`config.mk`:
```
export PLATFORM = sky130hd
export DESIGN_NAME = gpio_port
export DESIGN_NICKNAME = d
export VERILOG_FILES = /design/src/hw/gpio_port_pkg.sv /design/src/hw/pad_sync.sv /design/src/hw/gpio_port.sv
export SDC_FILE = /design/constraint.sdc
export NUM_CORES = 1
export LEC_CHECK = 0
export BUFFER_PORTS_ARGS = -buffer_cell sky130_fd_sc_hd__buf_2
export CORE_MARGIN = 1.5
export CORE_UTILIZATION = 39
export CTS_CLUSTER_SIZE = 25
export DETAILED_ROUTE_END_ITERATION = 16
export PLACE_DENSITY = 0.69
export SYNTH_ARGS = -nofsm -noshare
export SYNTH_HDL_FRONTEND = slang
export SYNTH_HIERARCHICAL = 1
export SYNTH_SLANG_ARGS = --single-unit
```
`constraint.sdc`:
```
create_clock -name sys_clk -period 2.3 [get_ports sys_clk]
set_input_delay 0.46 -clock sys_clk [delete_from_list [all_inputs] [get_ports sys_clk]]
set_output_delay 0.46 -clock sys_clk [all_outputs]
set_load 0.05 [all_outputs]
```
`src/hw/gpio_port_pkg.sv`:
```
package gpio_port_pkg;

  // register byte offsets on the bus
  localparam logic [7:0] OFS_PORT_OUTPUT_VALUE   = 8'h00;
  localparam logic [7:0] OFS_OUTPUT_BIT_SETTER   = 8'h04;
  localparam logic [7:0] OFS_OUTPUT_BIT_CLEARER  = 8'h08;
  localparam logic [7:0] OFS_OUTPUT_BIT_TOGGLER  = 8'h0C;
  localparam logic [7:0] OFS_PAD_LEVEL_READBACK  = 8'h10;
  localparam logic [7:0] OFS_DRIVE_MODE_CONFIG   = 8'h14;
  localparam logic [7:0] OFS_INPUT_BUFFER_CONFIG = 8'h18;
  localparam logic [7:0] OFS_PIN_FUNCTION_SELECT = 8'h1C;

  // port geometry
  localparam int PORT_PINS   = 8;
  localparam int FUNC_BITS   = 4;
  localparam int DATA_BITS   = 32;

  // reset values
  localparam logic [7:0]  RST_OUTPUT_VALUE = 8'h00;
  localparam logic [7:0]  RST_DRIVE_EN     = 8'h00;
  localparam logic [7:0]  RST_INBUF_EN     = 8'hFF;
  localparam logic [31:0] RST_FUNC_SEL     = 32'h0000_0000;

  // per-pin function codes of the pin function matrix
  typedef enum logic [3:0] {
    FN_FIRMWARE     = 4'b0000,
    FN_SERIAL       = 4'b0001,
    FN_TIMER        = 4'b0010,
    FN_LCD_COMMON   = 4'b0011,
    FN_LCD_SEGMENT  = 4'b0100,
    FN_AMUX_A       = 4'b0101,
    FN_AMUX_B       = 4'b0110,
    FN_TOUCH_SENSE  = 4'b0111,
    FN_TOUCH_SHIELD = 4'b1000,
    FN_TOUCH_COMP   = 4'b1001
  } pin_function_e;

  // operating mode reported by the serial comm block
  typedef enum logic [1:0] {
    SERIAL_OFF        = 2'b00,
    SERIAL_UART       = 2'b01,
    SERIAL_SPI_MASTER = 2'b10,
    SERIAL_SPI_SLAVE  = 2'b11
  } serial_mode_e;

endpackage : gpio_port_pkg

```
`src/hw/pad_sync.sv`:
```
`timescale 1ns/1ps
`default_nettype none

module pad_sync #(
  parameter int WIDTH = 8
) (
  input  wire logic             sys_clk,
  input  wire logic             nrst,
  input  wire logic [WIDTH-1:0] asyncIn,
  output var  logic [WIDTH-1:0] syncOut
);

  logic [WIDTH-1:0] stageOne;

  // two flops; stageOne feeds nothing but syncOut
  always_ff @(posedge sys_clk) begin
    if (!nrst) begin
      stageOne <= '0;
      syncOut  <= '0;
    end else begin
      stageOne <= asyncIn;
      syncOut  <= stageOne;
    end
  end

endmodule : pad_sync

`default_nettype wire

```
`src/hw/gpio_port.sv`:
```
//
// Overview of operation
// RL1: writing output value updates every pin
// RL2: output value reads back stored, not pads
// RL3: set, clear, toggle ports act on ones
// RL4: pad readback returns sampled pad levels
// RL5: writes to pad readback change nothing
// RL6: serial UART mode disables receive driver
// RL7: SPI disables MISO or MOSI/select drivers
// RL8: serial disable overrides programmed drive
// RL9: timer input pins lose output driver
// RL10: software sets analog mode for analog pins
// RL11: software routes analog pins to mux bus
// RL12: every pin selectable for LCD drive
// RL13: software configures touch pins and routing
// RL14: port has eight pins, eight-bit fields
// RL15: set/clear/toggle visible on next read
//
// The APB interface to the registers and the register addresses were chosen for this implementation.
`timescale 1ns/1ps
`default_nettype none

module gpio_port
  import gpio_port_pkg::*;
#(
  parameter int PINS     = PORT_PINS,
  parameter int RX_PIN   = 0,
  parameter int MISO_PIN = 1,
  parameter int MOSI_PIN = 2,
  parameter int SEL_PIN  = 3
) (
  input  wire logic                      sys_clk,
  input  wire logic                      nrst,
  // apb slave
  input  wire logic                      psel,
  input  wire logic                      penable,
  input  wire logic                      pwrite,
  input  wire logic [7:0]                paddr,
  input  wire logic [DATA_BITS-1:0]      pwdata,
  output var  logic [DATA_BITS-1:0]      prdata,
  output var  logic                      pready,
  output var  logic                      pslverr,
  // pads
  input  wire logic [PINS-1:0]           padIn,
  output var  logic [PINS-1:0]           padOut,
  output var  logic [PINS-1:0]           padOe,
  // peripherals on the same clock
  input  wire logic [1:0]                serialMode,
  input  wire logic [PINS-1:0]           serialOut,
  input  wire logic [PINS-1:0]           serialOe,
  input  wire logic [PINS-1:0]           timerOut,
  input  wire logic [PINS-1:0]           timerOe,
  input  wire logic [PINS-1:0]           timerInputPins,
  input  wire logic [PINS-1:0]           lcdLevel,
  // routing state towards lcd and analog side
  output var  logic [PINS-1:0]           lcdDrive,
  output var  logic [PINS*FUNC_BITS-1:0] pinFunction
);

  // field widths must fit one bus word; refused at elaboration, not at run time
  if (PINS != PORT_PINS || PINS * FUNC_BITS > DATA_BITS) begin : g_bad_pins
    $error("gpio_port: PINS must be 8");
  end
  if (RX_PIN >= PINS || MISO_PIN >= PINS ||
      MOSI_PIN >= PINS || SEL_PIN >= PINS) begin : g_bad_idx
    $error("gpio_port: serial pin index out of range");
  end

  typedef struct packed {
    logic [PINS-1:0]           outVal;
    logic [PINS-1:0]           driveEn;
    logic [PINS-1:0]           inBufEn;
    logic [PINS*FUNC_BITS-1:0] funcSel;
    logic [DATA_BITS-1:0]      rdata;
    logic                      ready;
    logic                      slvErr;
    logic [PINS-1:0]           padOut;
    logic [PINS-1:0]           padOe;
    logic [PINS-1:0]           lcdDrive;
  } port_state_s;

  port_state_s st;
  port_state_s next_st;

  logic [PINS-1:0] padSync;
  logic [PINS-1:0] padLevel;
  logic            setupPhase;
  logic            writeDone;
  logic            addrMapped;

  // pads come from outside the clock domain
  pad_sync #(
    .WIDTH (PINS)
  ) u_pad_sync (
    .sys_clk (sys_clk),
    .nrst    (nrst),
    .asyncIn (padIn),
    .syncOut (padSync)
  );

  // a disabled input buffer reads as low
  assign padLevel   = padSync & st.inBufEn;
  assign setupPhase = psel & ~penable;
  assign writeDone  = psel & penable & st.ready & pwrite;

  always_comb begin
    unique case (paddr)
      OFS_PORT_OUTPUT_VALUE, OFS_OUTPUT_BIT_SETTER, OFS_OUTPUT_BIT_CLEARER,
      OFS_OUTPUT_BIT_TOGGLER, OFS_PAD_LEVEL_READBACK, OFS_DRIVE_MODE_CONFIG,
      OFS_INPUT_BUFFER_CONFIG, OFS_PIN_FUNCTION_SELECT: addrMapped = 1'b1;
      default:                                          addrMapped = 1'b0;
    endcase
  end

  // bus slave, register writes and pad muxing
  always_comb begin
    pin_function_e fn;
    logic          forceOff;
    next_st        = st;
    fn             = FN_FIRMWARE;
    forceOff       = 1'b0;
    next_st.ready  = 1'b0;
    next_st.slvErr = 1'b0;

    // read data sampled in setup; answer in the first access cycle
    if (setupPhase) begin
      next_st.ready  = 1'b1;
      next_st.slvErr = ~addrMapped;
      next_st.rdata  = '0;
      if (!pwrite) begin
        unique case (paddr)
          OFS_PORT_OUTPUT_VALUE:   next_st.rdata[PINS-1:0] = st.outVal;  // [RL2]
          OFS_PAD_LEVEL_READBACK:  next_st.rdata[PINS-1:0] = padLevel;   // [RL4]
          OFS_DRIVE_MODE_CONFIG:   next_st.rdata[PINS-1:0] = st.driveEn;
          OFS_INPUT_BUFFER_CONFIG: next_st.rdata[PINS-1:0] = st.inBufEn;
          OFS_PIN_FUNCTION_SELECT: next_st.rdata           = st.funcSel;
          default:                 next_st.rdata           = '0;
        endcase
      end
    end

    // writes land at the access edge; set/clear/toggle touch ones only
    if (writeDone) begin
      unique case (paddr)
        OFS_PORT_OUTPUT_VALUE:   next_st.outVal  = pwdata[PINS-1:0];              // [RL1]
        OFS_OUTPUT_BIT_SETTER:   next_st.outVal  = st.outVal | pwdata[PINS-1:0];  // [RL3] [RL15]
        OFS_OUTPUT_BIT_CLEARER:  next_st.outVal  = st.outVal & ~pwdata[PINS-1:0]; // [RL3] [RL15]
        OFS_OUTPUT_BIT_TOGGLER:  next_st.outVal  = st.outVal ^ pwdata[PINS-1:0];  // [RL3] [RL15]
        OFS_DRIVE_MODE_CONFIG:   next_st.driveEn = pwdata[PINS-1:0];
        OFS_INPUT_BUFFER_CONFIG: next_st.inBufEn = pwdata[PINS-1:0];
        OFS_PIN_FUNCTION_SELECT: next_st.funcSel = pwdata;
        default:                 next_st.outVal  = st.outVal;                     // [RL5]
      endcase
    end

    // per-pin driver selection; eight identical lanes
    for (int i = 0; i < PINS; i++) begin                                          // [RL14]
      fn       = pin_function_e'(st.funcSel[i*FUNC_BITS +: FUNC_BITS]);
      forceOff = 1'b0;
      next_st.lcdDrive[i] = 1'b0;
      unique case (fn)
        FN_FIRMWARE: begin
          next_st.padOut[i] = st.outVal[i];
          next_st.padOe[i]  = st.driveEn[i];
        end
        FN_SERIAL: begin
          next_st.padOut[i] = serialOut[i];
          next_st.padOe[i]  = serialOe[i];
        end
        FN_TIMER: begin
          next_st.padOut[i] = timerOut[i];
          next_st.padOe[i]  = timerOe[i];
        end
        FN_LCD_COMMON, FN_LCD_SEGMENT: begin
          next_st.padOut[i]   = lcdLevel[i];                                      // [RL12]
          next_st.padOe[i]    = 1'b1;
          next_st.lcdDrive[i] = 1'b1;
        end
        // analog and touch routes leave the digital driver off
        default: begin
          next_st.padOut[i] = 1'b0;
          next_st.padOe[i]  = 1'b0;
        end
      endcase
      // serial block input pins stay high impedance
      unique case (serialMode)
        SERIAL_UART:       forceOff = (i == RX_PIN);                              // [RL6]
        SERIAL_SPI_MASTER: forceOff = (i == MISO_PIN);                            // [RL7]
        SERIAL_SPI_SLAVE:  forceOff = (i == MOSI_PIN) || (i == SEL_PIN);          // [RL7]
        SERIAL_OFF:        forceOff = 1'b0;
      endcase
      // timer input pins act as high-z digital only
      if (forceOff || timerInputPins[i]) begin                                    // [RL8] [RL9]
        next_st.padOe[i] = 1'b0;
      end
    end
  end

  // whole state registered in one place
  always_ff @(posedge sys_clk) begin
    if (!nrst) begin
      st          <= '0;
      st.outVal   <= RST_OUTPUT_VALUE;
      st.driveEn  <= RST_DRIVE_EN;
      st.inBufEn  <= RST_INBUF_EN;
      st.funcSel  <= RST_FUNC_SEL;
    end else begin
      st <= next_st;
    end
  end

  assign prdata      = st.rdata;
  assign pready      = st.ready;
  assign pslverr     = st.slvErr;
  assign padOut      = st.padOut;
  assign padOe       = st.padOe;
  assign lcdDrive    = st.lcdDrive;
  assign pinFunction = st.funcSel;

  // checks on the bus, value and pad paths
  logic accessRead;
  assign accessRead = psel & penable & st.ready & ~pwrite;

  property p_write_value;
    @(posedge sys_clk) disable iff (!nrst)
      writeDone && paddr == OFS_PORT_OUTPUT_VALUE |=> st.outVal == $past(pwdata[PINS-1:0]);
  endproperty
  a_write_value: assert property (p_write_value) else $error("value write lost"); // [RL1]

  property p_read_value;
    @(posedge sys_clk) disable iff (!nrst)
      accessRead && paddr == OFS_PORT_OUTPUT_VALUE |-> prdata[PINS-1:0] == st.outVal;
  endproperty
  a_read_value: assert property (p_read_value) else $error("value read mismatch"); // [RL2]

  property p_set_bits;
    @(posedge sys_clk) disable iff (!nrst)
      writeDone && paddr == OFS_OUTPUT_BIT_SETTER |=>
        st.outVal == ($past(st.outVal) | $past(pwdata[PINS-1:0]));
  endproperty
  a_set_bits: assert property (p_set_bits) else $error("set port wrong"); // [RL3]

  property p_clear_toggle;
    @(posedge sys_clk) disable iff (!nrst)
      writeDone && (paddr == OFS_OUTPUT_BIT_CLEARER || paddr == OFS_OUTPUT_BIT_TOGGLER) |=>
        st.outVal == (($past(paddr) == OFS_OUTPUT_BIT_CLEARER)
                      ? ($past(st.outVal) & ~$past(pwdata[PINS-1:0]))
                      : ($past(st.outVal) ^ $past(pwdata[PINS-1:0])));
  endproperty
  a_clear_toggle: assert property (p_clear_toggle) else $error("clear/toggle wrong"); // [RL3]

  property p_pad_read;
    @(posedge sys_clk) disable iff (!nrst)
      setupPhase && !pwrite && paddr == OFS_PAD_LEVEL_READBACK |=>
        pready && prdata == {{(DATA_BITS-PINS){1'b0}}, $past(padLevel)};
  endproperty
  a_pad_read: assert property (p_pad_read) else $error("pad read wrong"); // [RL4]

  property p_pad_write;
    @(posedge sys_clk) disable iff (!nrst)
      writeDone && paddr == OFS_PAD_LEVEL_READBACK |=> $stable(st.outVal) && $stable(st.funcSel);
  endproperty
  a_pad_write: assert property (p_pad_write) else $error("pad write had effect"); // [RL5]

  property p_uart_rx;
    @(posedge sys_clk) disable iff (!nrst)
      serialMode == SERIAL_UART |=> !padOe[RX_PIN];
  endproperty
  a_uart_rx: assert property (p_uart_rx) else $error("uart rx driven"); // [RL6] [RL8]

  property p_spi_pins;
    @(posedge sys_clk) disable iff (!nrst)
      (serialMode == SERIAL_SPI_MASTER |=> !padOe[MISO_PIN]) and
      (serialMode == SERIAL_SPI_SLAVE |=> !padOe[MOSI_PIN] && !padOe[SEL_PIN]);
  endproperty
  a_spi_pins: assert property (p_spi_pins) else $error("spi input driven"); // [RL7]

  property p_timer_in;
    @(posedge sys_clk) disable iff (!nrst)
      timerInputPins != '0 |=> (padOe & $past(timerInputPins)) == '0;
  endproperty
  a_timer_in: assert property (p_timer_in) else $error("timer input driven"); // [RL9]

  property p_lcd_pin;
    @(posedge sys_clk) disable iff (!nrst)
      st.funcSel[FUNC_BITS-1:0] == FN_LCD_SEGMENT && timerInputPins[0] == 1'b0
        && !(serialMode == SERIAL_UART && RX_PIN == 0) |=>
        lcdDrive[0] && padOe[0] && padOut[0] == $past(lcdLevel[0]);
  endproperty
  a_lcd_pin: assert property (p_lcd_pin) else $error("lcd pin not driven"); // [RL12]

  property p_rmw_read;
    @(posedge sys_clk) disable iff (!nrst)
      writeDone && paddr == OFS_OUTPUT_BIT_SETTER ##2
        setupPhase && !pwrite && paddr == OFS_PORT_OUTPUT_VALUE |=>
        (prdata[PINS-1:0] & $past(pwdata[PINS-1:0], 3)) == $past(pwdata[PINS-1:0], 3);
  endproperty
  a_rmw_read: assert property (p_rmw_read) else $error("set not seen on read"); // [RL15]

  property p_value_hold;
    @(posedge sys_clk) disable iff (!nrst)
      !writeDone |=> $stable(st.outVal);
  endproperty
  a_value_hold: assert property (p_value_hold) else $error("value moved unasked"); // [RL1] [RL5]

  property p_fw_pad;
    @(posedge sys_clk) disable iff (!nrst)
      st.funcSel[FUNC_BITS-1:0] == FN_FIRMWARE |=> padOut[0] == $past(st.outVal[0]);
  endproperty
  a_fw_pad: assert property (p_fw_pad) else $error("firmware pin not following value"); // [RL1]

  property p_fw_oe;
    @(posedge sys_clk) disable iff (!nrst)
      st.funcSel[MOSI_PIN*FUNC_BITS +: FUNC_BITS] == FN_FIRMWARE && st.driveEn[MOSI_PIN]
        && !timerInputPins[MOSI_PIN] && serialMode == SERIAL_OFF |=> padOe[MOSI_PIN];
  endproperty
  a_fw_oe: assert property (p_fw_oe) else $error("enabled driver not on"); // [RL8]

  property p_inbuf_off;
    @(posedge sys_clk) disable iff (!nrst)
      setupPhase && !pwrite && paddr == OFS_PAD_LEVEL_READBACK && !st.inBufEn[PINS-1] |=>
        !prdata[PINS-1];
  endproperty
  a_inbuf_off: assert property (p_inbuf_off) else $error("disabled buffer read high"); // [RL4]

  property p_upper_zero;
    @(posedge sys_clk) disable iff (!nrst)
      pready && paddr == OFS_PAD_LEVEL_READBACK |-> prdata[DATA_BITS-1:PINS] == '0;
  endproperty
  a_upper_zero: assert property (p_upper_zero) else $error("pad read above pin 7"); // [RL14]

  property p_pad_write_err;
    @(posedge sys_clk) disable iff (!nrst)
      writeDone && paddr == OFS_PAD_LEVEL_READBACK |-> !pslverr;
  endproperty
  a_pad_write_err: assert property (p_pad_write_err) else $error("pad write errored"); // [RL5]

  property p_lcd_off;
    @(posedge sys_clk) disable iff (!nrst)
      st.funcSel[FUNC_BITS-1:0] != FN_LCD_COMMON && st.funcSel[FUNC_BITS-1:0] != FN_LCD_SEGMENT
        |=> !lcdDrive[0];
  endproperty
  a_lcd_off: assert property (p_lcd_off) else $error("lcd drive without lcd route"); // [RL12]

  property p_lcd_common;
    @(posedge sys_clk) disable iff (!nrst)
      st.funcSel[PINS*FUNC_BITS-1 -: FUNC_BITS] == FN_LCD_COMMON |=> lcdDrive[PINS-1];
  endproperty
  a_lcd_common: assert property (p_lcd_common) else $error("lcd common not driven"); // [RL12]

endmodule : gpio_port

`default_nettype wire

```
==> results.sh, run 1 <==
export IMPL_drive_above_1_share=0.3238
export IMPL_fin_nets=983
export IMPL_slowest_delay_ps=600
export IMPL_arrival_ps=1380
export IMPL_final_setup_tns_ps=0
export IMPL_cts_setup_buffers=0
export IMPL_gp_congestion=0.8979
export IMPL_slew_headroom=0.2600
export IMPL_critical_path_slowest_cell="dfxtp_1"
export IMPL_h_tree_depth=4
export IMPL_cts_root_buf="clkbuf_16"
export IMPL_ys_seq_area_frac=0.4017
export IMPL_drtPass1Iterations=5
export IMPL_pwr_share_clk=0.501
export IMPL_clk_latency_ps=420
export IMPL_p_leak_nw=3.339
export IMPL_finalPower_mw=5.166
export IMPL_tightestPinTransition_ps=1101
export IMPL_hold_viol=0
export IMPL_initial_utilization=0.4035
export IMPL_synth_edf_count=0
export IMPL_synthTopCellsByArea="dfxtp_1 40%, buf_4 10%, nand2_1 5.7%"
export IMPL_skew_ps=8.964
export IMPL_fillCellCount=1627
export IMPL_grt_max_degree=35
export IMPL_netSwitchingPower_mw=1.163
export IMPL_clk_pin_slew_worst_paths_ps=60
export IMPL_ant_nets=0
export IMPL_cap_violations=0
export IMPL_wl_um=18060
export IMPL_cts_tree="built"
export IMPL_cts_buffers=17
export IMPL_die_area_sq_um=17390
export IMPL_worstPathRequired_ps=1840
export IMPL_core_area_sq_um=16060
export IMPL_max_freq_mhz=543.9
export IMPL_combPwrFrac=0.060
export IMPL_grt_pass1_wl_um=28630
export IMPL_hpwl_um=12950
export IMPL_crit_path_end_kind="primary output"
export IMPL_cts_sink_count=130
export IMPL_grt_use_total=0.2101
export IMPL_first_iter_violations=338
export IMPL_syn_cell_area_sq_um=6479
export IMPL_yosysUniqueCellTypes=54
export IMPL_synthesis_instances=764
export IMPL_criticalPathCategory="reg -> out"
export IMPL_io_buffer_count=192
export IMPL_seqPwrFrac=0.440
export IMPL_cp_cell_sequence="buf_2"
export IMPL_cp_depth=1
export IMPL_hold_depth=2
export IMPL_ctsHoldBuffers=0
export IMPL_run_status="completed"
export IMPL_cts_resized=0
export IMPL_antennaDiodeCount=0
export IMPL_drc_errors=0
export IMPL_ir_drop_uv=532.5
export IMPL_p_sw_frac=0.2251
export IMPL_chipWidth_um=131.9
export IMPL_yosys_warnings=6
export IMPL_synth_nets=883
export IMPL_ys_ff_latch=130
export IMPL_crit_family="flip-flops"
export IMPL_fin_crit_ps=1838
export IMPL_wl_per_cell_um=16.52
export IMPL_post_synth_top_area_cell="dfxtp_1"
export IMPL_hp_class="in -> reg"
export IMPL_vias_per_cell=5.052
export IMPL_clockBufferDepth=2
export IMPL_start_kind="flip-flop"
export IMPL_syn2layout_area_growth_pct=17.17
export IMPL_r2r_cells=4
export IMPL_slew_violations=0
export IMPL_synth_top_cell_area_share=0.4017
export IMPL_grt_pass1_vias=5302
export IMPL_antenna_found_initial=0
export IMPL_synth_most_common_cell="dfxtp_1"
export IMPL_path_buf_inv=1
export IMPL_rsz0062_at_grt="false"
export IMPL_syn_area_per_cell_sq_um=8.480
export IMPL_crit_fanout=9
export IMPL_setup_violations=0
export IMPL_fp_dieH_um=131.9
export IMPL_dominantRegCellSynth="dfxtp_1"
export IMPL_internal_power_mw=4.003
export IMPL_overflow=0
export IMPL_synth_common_cells="130 x dfxtp_1, 99 x nand2_1, 88 x buf_4"
export IMPL_powerDensity_nw_per_um2=680.6
export IMPL_async_flop_share=0
export IMPL_ios=193
export IMPL_fp_row_count=46
export IMPL_num_vias=5522
export IMPL_min_period_over_period=0.7993
==> area by class of cell <==
class                   count  area (sq um)  share of cell area
clock buffers              21         450.4             0.05934
flip-flops and latches    130          2603              0.3428
multi-input cells         471          2894              0.3812
inverters                  24         90.09             0.01187
clock inverters            11         112.6             0.01483
well taps                 216         270.3             0.03560
repair buffers            220          1171              0.1543
==> through the flow <==
stage	util	cell area, sq um	worst slack (ps)	hold slack, ps	cells
finish	0.4727	7591	461.5	203.1	1093
detailed placement	0.4377	7028	63.72	420.0	1061
global route	0.4727	7591	403.2	193.0	1093
CTS	0.4727	7591	436.9	192.4	1093
floorplan	-	6479	181.7	411.9	764
global placement	0.4377	7028	106.5	414.3	1061
==> flip-flops by register name, summed over array words and instances (netlist names) <==
name / flops
padOut: 8
u_pad_sync/syncOut: 8
lcdDrive: 8
pready: 1
padOe: 8
pinFunction: 32
prdata: 32
pslverr: 1
st: 24
u_pad_sync/stageOne: 8
==> cell usage in the layout (no fill, tap or decap), drive strengths merged, types with 3 or more instances in the layout <==
master and n:
or3 3, buf 220, nand3 19, a22o 3
o2bb2ai 5, inv 23, a221o 5, o21a 3
and2 17, nand2b 17, mux4 8, clkbuf 21
o21ai 26, o22a 4, dfxtp 130, a21oi 61
nor2 80, o22ai 4, a31oi 4, nor3 7
mux2i 20, ha 16, clkinv 10, nor4 10
nand2 99, nor2b 4, a32oi 4, a22oi 28
==> final timing paths <==
path,startpoint,end,slack [ps]
hold reg to reg,u_pad_sync/stageOne[2]$_SDFF_PN0_,u_pad_sync/syncOut[2]$_SDFF_PN0_,430
setup / recovery,pinFunction[4]$_SDFFE_PN0P_,pinFunction[4],460
setup reg to reg,pready$_SDFF_PN0_,pinFunction[21]$_SDFFE_PN0P_,600
hold / removal,timerInputPins[4],padOe[4]$_SDFF_PP0_,200
==> power groups by stage <==
stage	logic, mW	clock network [mW]	registers (mW)
2_1_floorplan	0.136	0	2.32
3_3_place_gp	0.301	0	2.32
3_5_place_dp	0.304	0	2.32
4_1_cts	0.306	2.63	2.27
5_1_grt	0.338	2.73	2.27
6_report	0.308	2.59	2.27
==> cells by family after synthesis <==
logic type	after synthesis	synth area share
adders and majority gates	16	0.03090
buffers and inverters	163	0.1526
and+or+nand+nor	269	0.2001
AOI/OAI and AO/OA	158	0.1560
DFF	130	0.4017
muxes	28	0.05871
==> routing by layer <==
layer / wire length [um] / GRT usage / up-vias
li1: - / - / 2729
met1: 8067 / 0.2649 / 2579
met2: 8528 / 0.3493 / 190
met3: 1169 / 0.05152 / 24
met4: 290 / 0.07469 / 0
met5: 0 / 0 / -
Note: power is estimated with default switching activity, not from simulation.
==> inputs of run 2 (changes only) <==
==> constraint.sdc (replaced) <==
create_clock -name sys_clk -period 1.7 [get_ports sys_clk]
set_input_delay 0.34 -clock sys_clk [delete_from_list [all_inputs] [get_ports sys_clk]]
set_output_delay 0.34 -clock sys_clk [all_outputs]
set_load 0.05 [all_outputs]
==> results.sh, run 2 (synthesized netlist as in run 1, its figures left out) <==
export IMPL_run_status="completed"
export IMPL_post_place_ws_ps=-332.4
export IMPL_grt_max_degree=39
export IMPL_first_iter_violations=444
export IMPL_crit_family="simple AND/OR/NAND/NOR gates"
export IMPL_fp_dieH_um=131.9
export IMPL_fin_crit_ps=1653
export IMPL_arrival_ps=1950
export IMPL_powerDensity_nw_per_um2=891.2
export IMPL_cap_violations=0
export IMPL_ant_nets=0
export IMPL_cts_buffers=17
export IMPL_chipWidth_um=131.9
export IMPL_cts_root_buf="clkbuf_16"
export IMPL_drtPass1Iterations=5
export IMPL_antenna_found_initial=1
export IMPL_path_buf_inv=2
export IMPL_grt_use_total=0.2048
export IMPL_hp_class="in -> reg"
export IMPL_antennaDiodeCount=0
export IMPL_worstPathRequired_ps=2000
export IMPL_start_kind="flip-flop"
export IMPL_place_area_sq_um=7262
export IMPL_die_area_sq_um=17390
export IMPL_hold_viol=0
export IMPL_setup_violations=0
export IMPL_grt_pass1_vias=5328
export IMPL_drive_above_1_share=0.3493
export IMPL_skew_ps=16.36
export IMPL_slew_violations=0
export IMPL_gp_congestion=0.8426
export IMPL_fin_nets=1006
export IMPL_fin_util=0.4883
export IMPL_clk_latency_ps=430
export IMPL_grt_pass1_wl_um=27830
export IMPL_syn2layout_area_growth_pct=21.03
export IMPL_criticalPathCategory="reg -> reg"
export IMPL_vias_per_cell=5.066
export IMPL_fp_row_count=46
export IMPL_min_period_over_period=0.9723
export IMPL_fin_ws_ps=47.05
export IMPL_cts_sink_count=130
export IMPL_hpwl_um=13450
export IMPL_tightestPinTransition_ps=729.8
export IMPL_path_common_cell="buf_4"
export IMPL_max_freq_mhz=605.0
export IMPL_cts_tree="built"
export IMPL_drc_errors=0
export IMPL_num_vias=5649
export IMPL_clockBufferDepth=2
export IMPL_cp_cell_sequence="nand4_1, buf_4, nor4_4, buf_4, mux2i_1, nand2_1"
export IMPL_h_tree_depth=4
export IMPL_crit_path_end_kind="flip-flop"
export IMPL_clk_pin_slew_worst_paths_ps=60
export IMPL_crit_fanout=4
export IMPL_ir_drop_uv=716.1
export IMPL_wl_per_cell_um=16.11
export IMPL_critical_path_slowest_cell="dfxtp_2"
export IMPL_slowest_delay_ps=340
export IMPL_initial_utilization=0.4035
export IMPL_cts_setup_buffers=0
export IMPL_stdcell_area_sq_um=7841
export IMPL_core_area_sq_um=16060
export IMPL_wl_um=17960
export IMPL_final_common_cell="buf_2"
export IMPL_io_buffer_count=192
export IMPL_final_setup_tns_ps=0
export IMPL_ios=193
export IMPL_rsz0062_at_grt="true"
export IMPL_slew_headroom=0.5134
export IMPL_layout_common_cells="192 x buf_2, 126 x dfxtp_1, 99 x nand2_1, 80 x nor2_1, 61 x a21oi_1"
export IMPL_p_leak_nw=3.460
export IMPL_overflow=0
[run 2: changes by cell type in the layout (fill, tap and decap cells not counted), sizes merged]
cell / delta
buf: +23
clkinv: -7
clkbuf: +3
clkinvlp: +3
bufinv: -1
inv: +1
[run 2: layout make-up]
cell class | count | area, sq um
Clock buffer | 24 | 491.7
Clock inverter | 7 | 75.07
Fill cell | 1564 | 8217
Inverter | 24 | 90.09
Multi-Input combinational cell | 471 | 2925
Sequential cell | 130 | 2608
Tap cell | 216 | 270.3
Timing Repair Buffer | 243 | 1381
[run 2: worst register-to-register path: cells and delay by family (launching register included)]
family        cells  cell delay (ps)
flops             1              340
simple gates      3              570
buf+inv           2              430
mux               1              190
[run 2: what timing repair did]
item | CTS | global route
endpoints found under the setup margin | 0 | 30
gates resized for setup | 0 | 4
hold buffers | 0 | 0
[run 2: worst paths after layout]
kind / depth (start not counted) / start / endpoint / slack (ps)
worst max-delay path: 6 / pready$_SDFF_PN0_ / st[95]$_SDFFE_PN1P_ / 50
worst min-delay path: 2 / timerInputPins[6] / padOe[6]$_SDFF_PP0_ / 80
worst max register to register: 6 / pready$_SDFF_PN0_ / st[95]$_SDFFE_PN1P_ / 50
worst min register to register: 1 / u_pad_sync/stageOne[2]$_SDFF_PN0_ / u_pad_sync/syncOut[2]$_SDFF_PN0_ / 430
[run 2: through the flow]
stage               power, mW  hold slack [ps]  instances
floorplan               3.331            411.9        764
global placement        3.575            416.9       1084
detailed placement      3.581            422.3       1084
CTS                     7.051            60.06       1115
global route            7.215            71.38       1115
finish                  6.988            78.92       1115
[run 2: routing by layer]
| layer | vias up | share of wire | GRT usage |
|---|---|---|---|
| li1 | 2761 | - | - |
| met1 | 2618 | 0.45 | 0.2627 |
| met2 | 235 | 0.46 | 0.3281 |
| met3 | 35 | 0.071 | 0.05267 |
| met4 | 0 | 0.024 | 0.08272 |
| met5 | - | 0 | 0 |
[run 2: power by group]
part	total [mW]	internal (mW)	switching (mW)	leakage, nW
Clock	3.47	2.16	1.31	0.269
Combinational	0.450	0.197	0.253	2.14
Sequential	3.07	3.07	0.00506	1.05
